[src/rtl/charge_seq_defines.vh]
// Constants for the charge stage and status indicator sequencer.
`ifndef CHARGE_SEQ_DEFINES_VH
`define CHARGE_SEQ_DEFINES_VH

// ----------------------------------------------------------------------------
// Clock and timing
// ----------------------------------------------------------------------------
`define CLK_HZ            50000000
`define TICK_US           1000
`define TICK_CYCLES       ((`CLK_HZ / 1000000) * `TICK_US)
`define SHORT_PULSE_MS    10
`define LONG_PULSE_MS     250
`define BURST_PERIOD_MS   3500

// ----------------------------------------------------------------------------
// Register offsets (byte addresses)
// ----------------------------------------------------------------------------
`define REG_CTRL          12'h000
`define REG_STATE         12'h004
`define REG_INT_STATUS    12'h008
`define REG_INT_CLEAR     12'h00C
`define REG_INT_ENABLE    12'h010
`define REG_TIMER         12'h014

// ----------------------------------------------------------------------------
// Control register fields and reset value
// ----------------------------------------------------------------------------
`define CTRL_RUN_BIT      0
`define CTRL_RESET        32'h00000000

// ----------------------------------------------------------------------------
// Stage limit defaults, in milliseconds counted by the stage timer
// ----------------------------------------------------------------------------
`define S12_LIMIT_RESET   32'h00002710
`define S3_LIMIT_RESET    32'h00002710
`define S0_LIMIT_RESET    32'h000009C4

// ----------------------------------------------------------------------------
// Charger states
// ----------------------------------------------------------------------------
`define ST_STAGE0         3'h0
`define ST_STAGE1         3'h1
`define ST_STAGE2         3'h2
`define ST_STAGE3         3'h3
`define ST_DONE           3'h4
`define ST_FAULT          3'h5

// ----------------------------------------------------------------------------
// Fault codes (number of long pulses on the fault output)
// ----------------------------------------------------------------------------
`define FLT_NONE          3'h0
`define FLT_ABSENT        3'h1
`define FLT_TEMP          3'h2
`define FLT_TIMER         3'h3
`define FLT_UNDERV        3'h4

// ----------------------------------------------------------------------------
// Interrupt status bits
// ----------------------------------------------------------------------------
`define IRQ_STAGE_BIT     0
`define IRQ_DONE_BIT      1
`define IRQ_FAULT_BIT     2

`endif

[src/rtl/charge_stage_status_sequencer.v]
// Charge stage sequencer with status and fault indicator encoding, APB slave.
//
// The register offsets and the APB interface to the registers were chosen for this implementation.
`timescale 1ns/1ps

// Summary of operation
// Stage 2 timer expiry: stop, timer fault
// Timed, no stage 3, low current: done
// Untimed, stage 3 on: low current enters stage 3
// Untimed, no stage 3: stage 2 forever
// Untimed stage 3 holds; sag/overcurrent restarts stage 0
// Stage 3 timer expiry means done
// Both config low: narrow range, plain
// Lead-acid config: wide, stage 3, compensated
// Status burst repeats every 3.5 seconds
// Outputs high for on, low off
// Status output doubles as serial transmit
// Stage pulse codes on status output
// Status steady on when done or idle-low
// Fault: short status pulse, coded fault pulses
// Stage timers start on stage entry; the code keeps the frozen count when a fault returns to stage 0
// Temperature fault freezes running timer
// Equal gaps inside bursts, then low
module charge_stage_status_sequencer (
	// APB
	input  wire        pclk,
	input  wire        presetn,
	input  wire        psel,
	input  wire        penable,
	input  wire        pwrite,
	input  wire [11:0] paddr,
	input  wire [31:0] pwdata,
	output reg  [31:0] prdata,
	output wire        pready,
	output wire        pslverr,
	// Decoded configuration
	input  wire        stage3_enable,
	input  wire        temp_comp_enable,
	input  wire        wide_temp_range,
	input  wire        time_limits_enable,
	// Analog comparator results
	input  wire        battery_present,
	input  wire        temp_valid,
	input  wire        battery_undervoltage,
	input  wire        stage1_done,
	input  wire        stage0_done,
	input  wire        current_below_c10,
	input  wire        current_above_c5,
	input  wire        vbat_below_s3_96,
	input  wire        vbat_drop_to_stage1,
	// Serial status
	input  wire        uart_tx_active,
	input  wire        uart_tx_data,
	// Outputs
	output wire        status_out,
	output wire        fault_out,
	output wire        charge_enable,
	output wire        use_stage3_limit,
	output wire        temp_comp_active,
	output wire        irq
);

	`include "charge_seq_defines.vh"

	reg  [31:0] ctrl;
	reg  [2:0]  state;
	reg  [2:0]  next_state;
	reg  [2:0]  fault_code;
	reg  [2:0]  next_fault_code;
	reg  [2:0]  int_status;
	reg  [2:0]  int_enable;
	reg  [31:0] s0_limit;
	reg  [31:0] s12_limit;
	reg  [31:0] s3_limit;
	reg  [31:0] stage_timer;
	reg  [31:0] tick_cnt;
	reg  [11:0] period_cnt;
	reg         ms_tick;
	reg         period_start;
	reg         s0_expired;
	reg         s12_expired;
	reg         s3_expired;
	reg         low_current_hold;
	reg  [2:0]  status_count;
	reg         status_short;
	reg         status_steady;
	reg  [2:0]  fault_count;
	wire        running;
	wire        wr_en;
	wire        rd_en;
	wire        timer_expired;
	wire        stage_event;
	wire        status_led;

	assign running = ctrl[`CTRL_RUN_BIT];
	assign wr_en   = psel && penable && pwrite;
	assign rd_en   = psel && !pwrite;
	assign pready  = 1'b1;
	assign pslverr = 1'b0;

	// ------------------------------------------------------------------------
	// Time base
	// ------------------------------------------------------------------------
	// A millisecond enable feeds both burst generators; the period counter sets
	// the burst repetition rate.
	always @(posedge pclk or negedge presetn) begin
		if (!presetn) begin
			tick_cnt     <= 32'h00000000;
			ms_tick      <= 1'b0;
			period_cnt   <= 12'h000;
			period_start <= 1'b0;
		end else begin
			ms_tick      <= 1'b0;
			period_start <= 1'b0;
			if (tick_cnt == `TICK_CYCLES - 1) begin
				tick_cnt <= 32'h00000000;
				ms_tick  <= 1'b1;
				if (period_cnt == 12'd`BURST_PERIOD_MS - 12'd1) begin
					period_cnt   <= 12'h000;
					period_start <= running;
				end else begin
					period_cnt <= period_cnt + 12'h001;
				end
			end else begin
				tick_cnt <= tick_cnt + 32'h00000001;
			end
		end
	end

	// ------------------------------------------------------------------------
	// Stage timer
	// ------------------------------------------------------------------------
	// One timer serves stage 0, stages 1+2 together, and stage 3. Expiry flags
	// stay set so that re-entering an expired stage also stops charging.
	always @(posedge pclk or negedge presetn) begin
		if (!presetn) begin
			stage_timer <= 32'h00000000;
			s0_expired  <= 1'b0;
			s12_expired <= 1'b0;
			s3_expired  <= 1'b0;
		end else if (!running || state == `ST_DONE) begin
			stage_timer <= 32'h00000000;
			s0_expired  <= 1'b0;
			s12_expired <= 1'b0;
			s3_expired  <= 1'b0;
		end else if (next_state != state && (next_state == `ST_STAGE0 || next_state == `ST_STAGE1 ||
				next_state == `ST_STAGE3) && state != `ST_FAULT) begin
			stage_timer <= 32'h00000000;
		end else if (ms_tick && time_limits_enable && temp_valid && state != `ST_FAULT) begin
			// A temperature fault leaves the count frozen.
			stage_timer <= stage_timer + 32'h00000001;
			if (state == `ST_STAGE0 && stage_timer >= s0_limit)
				s0_expired <= 1'b1;
			if ((state == `ST_STAGE1 || state == `ST_STAGE2) && stage_timer >= s12_limit)
				s12_expired <= 1'b1;
			if (state == `ST_STAGE3 && stage_timer >= s3_limit)
				s3_expired <= 1'b1;
		end
	end

	assign timer_expired = (state == `ST_STAGE0 && s0_expired) ||
		((state == `ST_STAGE1 || state == `ST_STAGE2) && s12_expired);

	// ------------------------------------------------------------------------
	// Charger state machine
	// ------------------------------------------------------------------------
	// Faults have priority over stage progress; absent battery outranks the
	// temperature check because the thermistor travels with the battery.
	always @* begin
		next_state      = state;
		next_fault_code = fault_code;
		case (state)
			`ST_STAGE0: if (stage0_done) next_state = `ST_STAGE1;
			`ST_STAGE1: if (stage1_done) next_state = `ST_STAGE2;
			`ST_STAGE2: begin
				if (vbat_drop_to_stage1)
					next_state = `ST_STAGE1;
				else if (current_below_c10 && stage3_enable)
					next_state = `ST_STAGE3;
				else if (current_below_c10 && time_limits_enable)
					next_state = `ST_DONE;
			end
			`ST_STAGE3: begin
				if (time_limits_enable && s3_expired)
					next_state = `ST_DONE;
				else if (!time_limits_enable && (vbat_below_s3_96 || current_above_c5))
					next_state = `ST_STAGE0;
			end
			`ST_DONE:  next_state = `ST_DONE;
			`ST_FAULT: begin
				if ((fault_code == `FLT_ABSENT && battery_present) ||
						(fault_code == `FLT_TEMP && temp_valid) ||
						(fault_code == `FLT_UNDERV && !battery_undervoltage))
					next_state = `ST_STAGE0;
			end
			default:   next_state = `ST_STAGE0;
		endcase
		if (state != `ST_DONE && !(state == `ST_FAULT && fault_code == `FLT_TIMER)) begin
			if (!battery_present) begin
				next_state      = `ST_FAULT;
				next_fault_code = `FLT_ABSENT;
			end else if (!temp_valid) begin
				next_state      = `ST_FAULT;
				next_fault_code = `FLT_TEMP;
			end else if (timer_expired) begin
				next_state      = `ST_FAULT;
				next_fault_code = `FLT_TIMER;
			end else if (battery_undervoltage) begin
				next_state      = `ST_FAULT;
				next_fault_code = `FLT_UNDERV;
			end
		end
		if (next_state != `ST_FAULT)
			next_fault_code = `FLT_NONE;
	end

	always @(posedge pclk or negedge presetn) begin
		if (!presetn) begin
			state      <= `ST_STAGE0;
			fault_code <= `FLT_NONE;
		end else if (!running) begin
			state      <= `ST_STAGE0;
			fault_code <= `FLT_NONE;
		end else begin
			state      <= next_state;
			fault_code <= next_fault_code;
		end
	end

	// Charging halts in done and every fault state.
	assign charge_enable    = running && state != `ST_DONE && state != `ST_FAULT;
	assign use_stage3_limit = state == `ST_STAGE3;
	// Configuration straps (both low, or lead-acid) arrive decoded.
	assign temp_comp_active = temp_comp_enable;

	// ------------------------------------------------------------------------
	// Indicator patterns
	// ------------------------------------------------------------------------
	// Untimed stage 2 with no stage 3 keeps status on below C/10 until the
	// current rises past C/5 again.
	always @(posedge pclk or negedge presetn) begin
		if (!presetn)
			low_current_hold <= 1'b0;
		else if (state != `ST_STAGE2 || stage3_enable || time_limits_enable || current_above_c5)
			low_current_hold <= 1'b0;
		else if (current_below_c10)
			low_current_hold <= 1'b1;
	end

	always @* begin
		status_count  = 3'h1;
		status_short  = 1'b0;
		status_steady = 1'b0;
		fault_count   = 3'h0;
		case (state)
			`ST_STAGE0: status_short = 1'b1;
			`ST_STAGE1: status_count = 3'h1;
			`ST_STAGE2: begin
				status_count  = 3'h2;
				status_steady = low_current_hold;
			end
			`ST_STAGE3: status_count = 3'h3;
			`ST_DONE:   status_steady = 1'b1;
			`ST_FAULT: begin
				status_short = 1'b1;
				fault_count  = fault_code;
			end
			default:    status_count = 3'h1;
		endcase
	end

	pulse_burst u_status_burst (
		.pclk         (pclk),
		.presetn      (presetn),
		.ms_tick      (ms_tick),
		.period_start (period_start),
		.pulse_count  (running ? status_count : 3'h0),
		.short_pulse  (status_short),
		.steady_on    (running && status_steady),
		.led_out      (status_led)
	);

	pulse_burst u_fault_burst (
		.pclk         (pclk),
		.presetn      (presetn),
		.ms_tick      (ms_tick),
		.period_start (period_start),
		.pulse_count  (running ? fault_count : 3'h0),
		.short_pulse  (1'b0),
		.steady_on    (1'b0),
		.led_out      (fault_out)
	);

	// The serial transmitter borrows the status line while it sends.
	assign status_out = uart_tx_active ? uart_tx_data : status_led;

	// ------------------------------------------------------------------------
	// Interrupts and registers
	// ------------------------------------------------------------------------
	assign stage_event = next_state != state && running;
	assign irq         = |(int_status & int_enable);

	// Hardware set wins over a simultaneous software clear.
	always @(posedge pclk or negedge presetn) begin
		if (!presetn) begin
			ctrl       <= `CTRL_RESET;
			int_status <= 3'h0;
			int_enable <= 3'h0;
			s0_limit   <= `S0_LIMIT_RESET;
			s12_limit  <= `S12_LIMIT_RESET;
			s3_limit   <= `S3_LIMIT_RESET;
		end else begin
			if (wr_en && paddr == `REG_INT_CLEAR)
				int_status <= int_status & ~pwdata[2:0] | {next_state == `ST_FAULT && stage_event,
					next_state == `ST_DONE && stage_event, stage_event};
			else
				int_status <= int_status | {next_state == `ST_FAULT && stage_event,
					next_state == `ST_DONE && stage_event, stage_event};
			if (wr_en && paddr == `REG_CTRL)
				ctrl <= {31'h00000000, pwdata[`CTRL_RUN_BIT]};
			if (wr_en && paddr == `REG_INT_ENABLE)
				int_enable <= pwdata[2:0];
			if (wr_en && paddr == `REG_TIMER)
				s12_limit <= pwdata;
			if (wr_en && paddr == `REG_TIMER) begin
				s0_limit <= {2'b00, pwdata[31:2]};
				s3_limit <= pwdata;
			end
		end
	end

	always @* begin
		prdata = 32'h00000000;
		if (rd_en) begin
			case (paddr)
				`REG_CTRL:       prdata = ctrl;
				`REG_STATE:      prdata = {20'h00000, wide_temp_range, stage3_enable, time_limits_enable,
					temp_comp_enable, fault_code, state, status_out, fault_out};
				`REG_INT_STATUS: prdata = {29'h00000000, int_status};
				`REG_INT_ENABLE: prdata = {29'h00000000, int_enable};
				`REG_TIMER:      prdata = s12_limit;
				default:         prdata = 32'h00000000;
			endcase
		end
	end

endmodule // charge_stage_status_sequencer

[src/rtl/pulse_burst.v]
// Pulse burst generator for one indicator output.
`timescale 1ns/1ps

module pulse_burst (
	// Clock and reset
	input  wire        pclk,
	input  wire        presetn,
	// Timing
	input  wire        ms_tick,
	input  wire        period_start,
	// Pattern
	input  wire [2:0]  pulse_count,
	input  wire        short_pulse,
	input  wire        steady_on,
	// Output
	output reg         led_out
);

	`include "charge_seq_defines.vh"

	reg  [8:0] ms_cnt;
	reg  [3:0] phase;
	reg  [3:0] phase_limit;
	reg  [2:0] cur_count;
	reg        cur_short;
	wire [8:0] width;

	// Pulse width and gap width are equal inside a burst.
	assign width = cur_short ? 9'd`SHORT_PULSE_MS : 9'd`LONG_PULSE_MS;

	// ------------------------------------------------------------------------
	// Burst sequencing
	// ------------------------------------------------------------------------
	// Pattern is latched at the period start so a stage change mid-burst cannot
	// produce a mixed burst; only steady on cuts a running burst short.
	always @(posedge pclk or negedge presetn) begin
		if (!presetn) begin
			ms_cnt      <= 9'h000;
			phase       <= 4'h0;
			phase_limit <= 4'h0;
			cur_count   <= 3'h0;
			cur_short   <= 1'b0;
			led_out     <= 1'b0;
		end else if (steady_on) begin
			led_out     <= 1'b1;
			phase_limit <= 4'h0;
		end else if (period_start) begin
			cur_count   <= pulse_count;
			cur_short   <= short_pulse;
			phase       <= 4'h0;
			ms_cnt      <= 9'h000;
			phase_limit <= {pulse_count, 1'b0};
			led_out     <= (pulse_count != 3'h0);
		end else if (ms_tick && (phase < phase_limit)) begin
			if (ms_cnt + 9'h001 >= width) begin
				ms_cnt  <= 9'h000;
				phase   <= phase + 4'h1;
				// Even phases are high, odd phases are the low gap.
				led_out <= ((phase + 4'h1) < phase_limit) && phase[0];
			end else begin
				ms_cnt  <= ms_cnt + 9'h001;
			end
		end else if (phase >= phase_limit) begin
			led_out <= 1'b0;
		end
	end

endmodule // pulse_burst

[config.mk]
export PLATFORM = sky130hd
export DESIGN_NAME = charge_stage_status_sequencer
export DESIGN_NICKNAME = d
export VERILOG_FILES = /design/src/rtl/charge_stage_status_sequencer.v /design/src/rtl/pulse_burst.v
export VERILOG_INCLUDE_DIRS = /design/src /design/src/rtl
export SDC_FILE = /design/constraint.sdc
export NUM_CORES = 1
export LEC_CHECK = 0
export ABC_AREA = 1
export BUFFER_PORTS_ARGS = -buffer_cell sky130_fd_sc_hd__clkbuf_2
export CORE_UTILIZATION = 45
export CTS_BUF_LIST = sky130_fd_sc_hd__clkbuf_16
export DETAILED_ROUTE_END_ITERATION = 12
export SYNTH_ARGS = -nofsm -noshare
export SYNTH_HDL_FRONTEND = slang
export SYNTH_SLANG_ARGS = --single-unit
[constraint.sdc]
create_clock -name pclk -period 2.83 [get_ports pclk]
set_input_delay 0.566 -clock pclk [delete_from_list [all_inputs] [get_ports pclk]]
set_output_delay 0.566 -clock pclk [all_outputs]
set_load 0.01 [all_outputs]
=== Yosys cells after proc, flatten, opt, wreduce, memory -nomap -nowiden ===
Cells that the tools add are included.

* Add/subtract/negate cells: 7
* $lt $le $gt $ge: 10
* Equal/unequal tests: 30
* Muxes and demuxes: 78
* Bitwise operators: 6
* Reductions and logical operators: 82

{| class="wikitable"
|+ Operators with widths
! kind !! number
|-
| two-way mux 32 bit || 5
|-
| case mux 32 bit (5 select lines) || 1
|-
| two-way mux 3 bit || 25
|-
| adder 32 x 1 -> 32 bit (second input constant) || 2
|-
| two-way mux 9 bit || 6
|-
| logical AND 1 bit || 36
|-
| equality test 32 x 16 -> 1 bit (second input constant) || 1
|-
| greater-or-equal comparator 32 x 30 -> 1 bit || 1
|-
| greater-or-equal comparator 32 bit || 1
|-
| two-way mux 4 bit || 8
|-
| two-way mux 1 bit || 28
|-
| equality test 12 x 4 -> 1 bit (second input constant) || 2
|-
| equality test 12 x 5 -> 1 bit (second input constant) || 2
|-
| nonzero test 2 bit || 10
|-
| adder 9 x 1 -> 9 bit (second input constant) || 2
|-
| case mux 3 bit (6 select lines) || 1
|-
| less-than comparator 4 bit || 4
|-
| equality test 3 x 2 -> 1 bit (second input constant) || 5
|-
| equality test 3 bit (second input constant) || 5
|-
| adder 12 x 1 -> 12 bit (second input constant) || 1
|-
| equality test 12 bit (second input constant) || 1
|-
| equality test 12 x 3 -> 1 bit (second input constant) || 1
|-
| logical NOT 12 bit || 1
|-
| two-way mux 12 bit || 1
|-
| 28 further kinds || 63
|}

* Register bits: 193
* Input bits: 64
* Output and inout bits: 40
* Word-level logic and storage cells: 238

=== Depth between registers and ports, before layout ===
* Word-level depth: 18
* Depth in mapped cells: 18
* Depth with buffers taken out: 18

=== Modules after synthesis ===
A second synthesis with hierarchy kept.

* Cell total of the unflattened synthesis: 1485
* Area total of the unflattened synthesis: 11408.4 µm²

{| class="wikitable"
|+ By module, submodules not included
! module !! instances !! cells an instance !! area each (µm²) !! seq. area each (µm²)
|-
| charge_stage_status_sequencer || 1 || 1203 || 9043.7 || 3184.3
|-
| pulse_burst || 2 || 141 || 1182.4 || 450.4
|}

=== Worst setup path after synthesis ===
No wires, ideal clock.

* Kind: input port to output port
* Start: in paddr[5]
* End: out prdata[0]
* Arrival time: 1.881 ns
* Required time: 2.264 ns
* Slack: 0.383 ns
* Stages: 6
* Buffers on the path: 1
* Cell sequence: nor4_1 > nand3_1 > inv_1 > clkbuf_1 > a211oi_1 > a31oi_1

* Longest elaborated chain between the ends: 3
* Elaborated cells on any way between the ends: 7
* Classes of those cells: eq/ne: 4; mux: 2; reduce/logical: 1

{| class="wikitable"
|+ RTL lines
! element !! line !! source
|-
| start, declared || charge_stage_status_sequencer.v:31 || <nowiki>input wire [11:0] paddr,</nowiki>
|-
| equality test 12 x 5 -> 1 bit (tied with other cells) || charge_stage_status_sequencer.v:335 || <nowiki>case (paddr)</nowiki>
|-
| case mux 32 bit (5 select lines) (*) || charge_stage_status_sequencer.v:335 ||
|-
| two-way mux 32 bit (*) || charge_stage_status_sequencer.v:334 || <nowiki>if (rd_en) begin</nowiki>
|-
| end, declared || charge_stage_status_sequencer.v:33 || <nowiki>output reg [31:0] prdata,</nowiki>
|}

Every way passes the cells marked *; elsewhere a longest branch is shown, timed or not.

=== Worst setup path after layout ===
* Start: in paddr[5]
* End: out prdata[5]

Same word-level chain as after synthesis.

==> qor.csv <==
metric,value,unit
PwrDens,522,nW/um^2
"Max stage delay cell, worst path",nor4_1,
"Reg clk slew, reported paths",0.07,ns
Synth-to-Final Area Change,14.3,%
result of the run,completed,
maximum level of the CTS H-tree,4,
post-route ant nets,0,
number of global-route vias before repair,9781,
wire length of the first global-routing pass,48.6,mm
post-layout minimum cycle time,2.68,ns
cts hold-fix bufs,0,
final period utilization,94.6,%
footprint of the flip-flops and latches,4040,sq um
number of design rule violations left after detail routing,0,
slew at the pin closest to its max-slew limit,0.904,ns
number of warnings issued by yosys,0,
"commonest non-fill, non-tap cell in the layout",nand2_1,
number of placed instances with taps included,1890,
Std-Cell Core Area,24200,sq um
routed wire length,28.9,mm
sequential-to-total area share from yosys stat,36.3,%
routability cong.,0.904,
GRT met2 Usage,38.7,%
TritonCTS clock tree,built,
arrival time worst endpoint,2.11,ns
CP peak stage delay,0.28,ns
half-perimeter wire length after detailed placement,22.7,mm
post-synthesis average cell area,7.56,sq um
share of flip-flops with an asynchronous set or reset,100,%
clk_skew,0.0107,ns
largest fanout on the critical path,8,
number of hold-slack violations in the final timing report,0,
max-cap viol count,0,
gate count after technology mapping,1470,
number of enable-type register cells in the synthesized netlist,0,
TritonRoute pass-1 iters,5,
detailed-route wire length per cell,15.0,um
slew margin rel.,39.5,%
multi-input logic area,6070,sq um
leading register cell type out of synthesis,dfrtp_1,
highest-utilization routing layer at the global route stage,met2,
sort of element at the end of the critical path,output pin,
"area fraction in and, or, nand and nor cells after synthesis",28.3,%
kind of path behind the tightest hold check,in -> async,
die span in y,159,um
fraction of met1 tracks used by global routing,33.6,%
achievable frequency,374,MHz
Synth Area in Compound Gates,9.50,%
layout cells sized above 1,14.7,%
number of violations reported at the end of detailed-routing iteration 0,691,
largest net degree at the start of global routing,70,
cell area after synthesis,11100,sq um
Die Width,159,um
Max rail drop VDD,0.383,mV
maximum count of clock buffers along a single path,2,
Final Max Tran Viols,0,
worst-skew pair later-pin latency,0.43,ns
Worst EP required,2.26,ns
unrepaired setup endpoints after global routing,no,
Final #Nets,1732,
main combinational cell family by area after synthesis,simple AND/OR/NAND/NOR gates,
Via density,5.25,
quantity of gates resized following cts,0,
critical path start-end classification,in -> out,
standby leakage power,6.42,nW
total congestion overflow,0,
post-layout instance count excluding filler cells,1922,
number of placed I/O pins,104,
starting density of the core,45.8,%
Ant. Diodes,0,
Post-Synth Adder-Cell Area,9.35,%
Buffers on Ports,101,
met3 capacity usage during global routing,3.33,%
final setup fails,0,
"commonest non-fill, non-tap cells in the layout","nand2_1 (303), inv_1 (217), dfrtp_1 (156)",
setup bufs post-CTS,0,
Synth Register Bits,161,
area share of xor/xnor cells in the synthesized design,4.34,%
post-layout total power,6.63,mW
synthesized netlist net count,1617,
fraction of synthesized area in multiplexers,3.04,%
clock root buffer,clkbuf_16,
total track usage,23.7,%
number of sinks driven by the clock tree,161,
# fillers,2413,
CTS Buf Count,17,
antenna violations before repair,0,
Die ar.,25300,sq um
setup TNS after final layout,0,ns
Worst Hold Margin,0.166,ns
total via count after detailed routing,10100,
launching element type of the critical path,input pin,
num rows,57,
worst-path cell chain,clkbuf_2 > nor4_1 > buf_4 > nand3_1 > buf_4 > inv_1 > buf_12 > nand2_1 > a21oi_1 > clkbuf_2,
number of distinct library cells after synthesis,48,
critical path: cells and delay by family:
kind | cells | cell delay, ns
and+or+nand+nor | 3 | 0.45
AOI/OAI and AO/OA | 1 | 0.18
buffers and inverters | 6 | 0.92
cell families after synthesis:
family / count (synthesis)
AND/OR/NAND/NOR: 699
buffers and inverters: 254
AO/OA/AOI/OAI: 186
flip-flops: 161
adder cells (fa/ha/maj): 83
XOR/XNOR: 55
multiplexers: 30
other: 2
power breakdown:
part | leakage, nW | total, mW | switching (mW) | internal, mW
combinational | 3.95 | 1.68 | 1.12 | 0.558
clock | 0.292 | 2.38 | 1.05 | 1.33
sequential | 2.18 | 2.56 | 0.157 | 2.41
worst paths after layout:
path	startpoint	endpoint	slack (ns)	depth (start not counted)
setup / recovery	paddr[5]	prdata[5]	0.15	10
max in group asynchronous	presetn	s3_limit[2]$_DFFE_PN0P_	1.99	2
setup reg to reg	u_status_burst.ms_cnt[0]$_DFFE_PN0P_	u_status_burst.phase[0]$_DFFE_PN0P_	0.30	14
min in group pclk	pwdata[18]	s3_limit[18]$_DFFE_PN0P_	0.37	2
hold / removal	presetn	u_status_burst.ms_cnt[6]$_DFFE_PN0P_	0.17	1
hold reg to reg	tick_cnt[0]$_DFF_PN0_	tick_cnt[0]$_DFF_PN0_	0.46	1
sequential cells by signal (all words and copies together) (netlist names), 2 cells and up:
register / flops
u_status_burst.phase_limit: 2
int_enable: 3
u_fault_burst.ms_cnt: 9
u_status_burst.ms_cnt: 9
u_fault_burst.phase_limit: 3
tick_cnt: 32
u_fault_burst.phase: 4
u_status_burst.phase: 4
state: 3
int_status: 3
s3_limit: 32
period_cnt: 12
stage_timer: 32
fault_code: 3
layout make-up:
class | count | area share (%)
clock buffers | 17 | 3.35
clock inverters | 15 | 1.35
inverters | 226 | 6.72
multi-input cells | 1055 | 47.8
flip-flops and latches | 161 | 31.8
well taps | 324 | 3.19
repair buffers | 124 | 5.78
routing by layer:
| metal | wire length [um] | vias to the layer above | share of wire [%] |
|---|---|---|---|
| met5 | 0 | - | 0 |
| met4 | 197 | 0 | 0.68 |
| met3 | 1170 | 18 | 4.1 |
| met2 | 13300 | 221 | 46 |
| met1 | 14200 | 4744 | 49 |
| li1 | - | 5106 | - |
cell usage after synthesis, types with 5 or more instances:
| cell | number | area, sq um |
|---|---|---|
| nand2_1 | 303 | 1140 |
| inv_1 | 217 | 815 |
| dfrtp_1 | 156 | 3900 |
| nor2_1 | 129 | 484 |
| nand3_1 | 94 | 470 |
| ha_1 | 83 | 1040 |
| nor3_1 | 70 | 350 |
| a21oi_1 | 67 | 335 |
| o21ai_0 | 66 | 330 |
| xor2_1 | 51 | 447 |
| nand4_1 | 44 | 275 |
| mux2_2 | 30 | 338 |
| nor4_1 | 18 | 113 |
| clkbuf_1 | 16 | 60.1 |
| o22ai_1 | 16 | 100 |
| nor3_2 | 8 | 80.1 |
| a21o_1 | 6 | 45.0 |
| nand2_2 | 6 | 37.5 |
| nor2_2 | 6 | 37.5 |
| or2_2 | 6 | 37.5 |
| a211oi_1 | 5 | 37.5 |
| buf_4 | 5 | 37.5 |
| dfstp_2 | 5 | 131 |
| inv_2 | 5 | 18.8 |
through the flow:
step / util (%) / instance area [sq um] / worst slack, ns
floorplan: - / 11100 / 0.383
global placement: 49.9 / 12100 / 0.229
detailed placement: 49.9 / 12100 / 0.178
CTS: 52.4 / 12700 / 0.173
global route: 52.4 / 12700 / 0.00819
finish: 52.4 / 12700 / 0.153
Note: power is estimated with default switching activity, not from simulation.
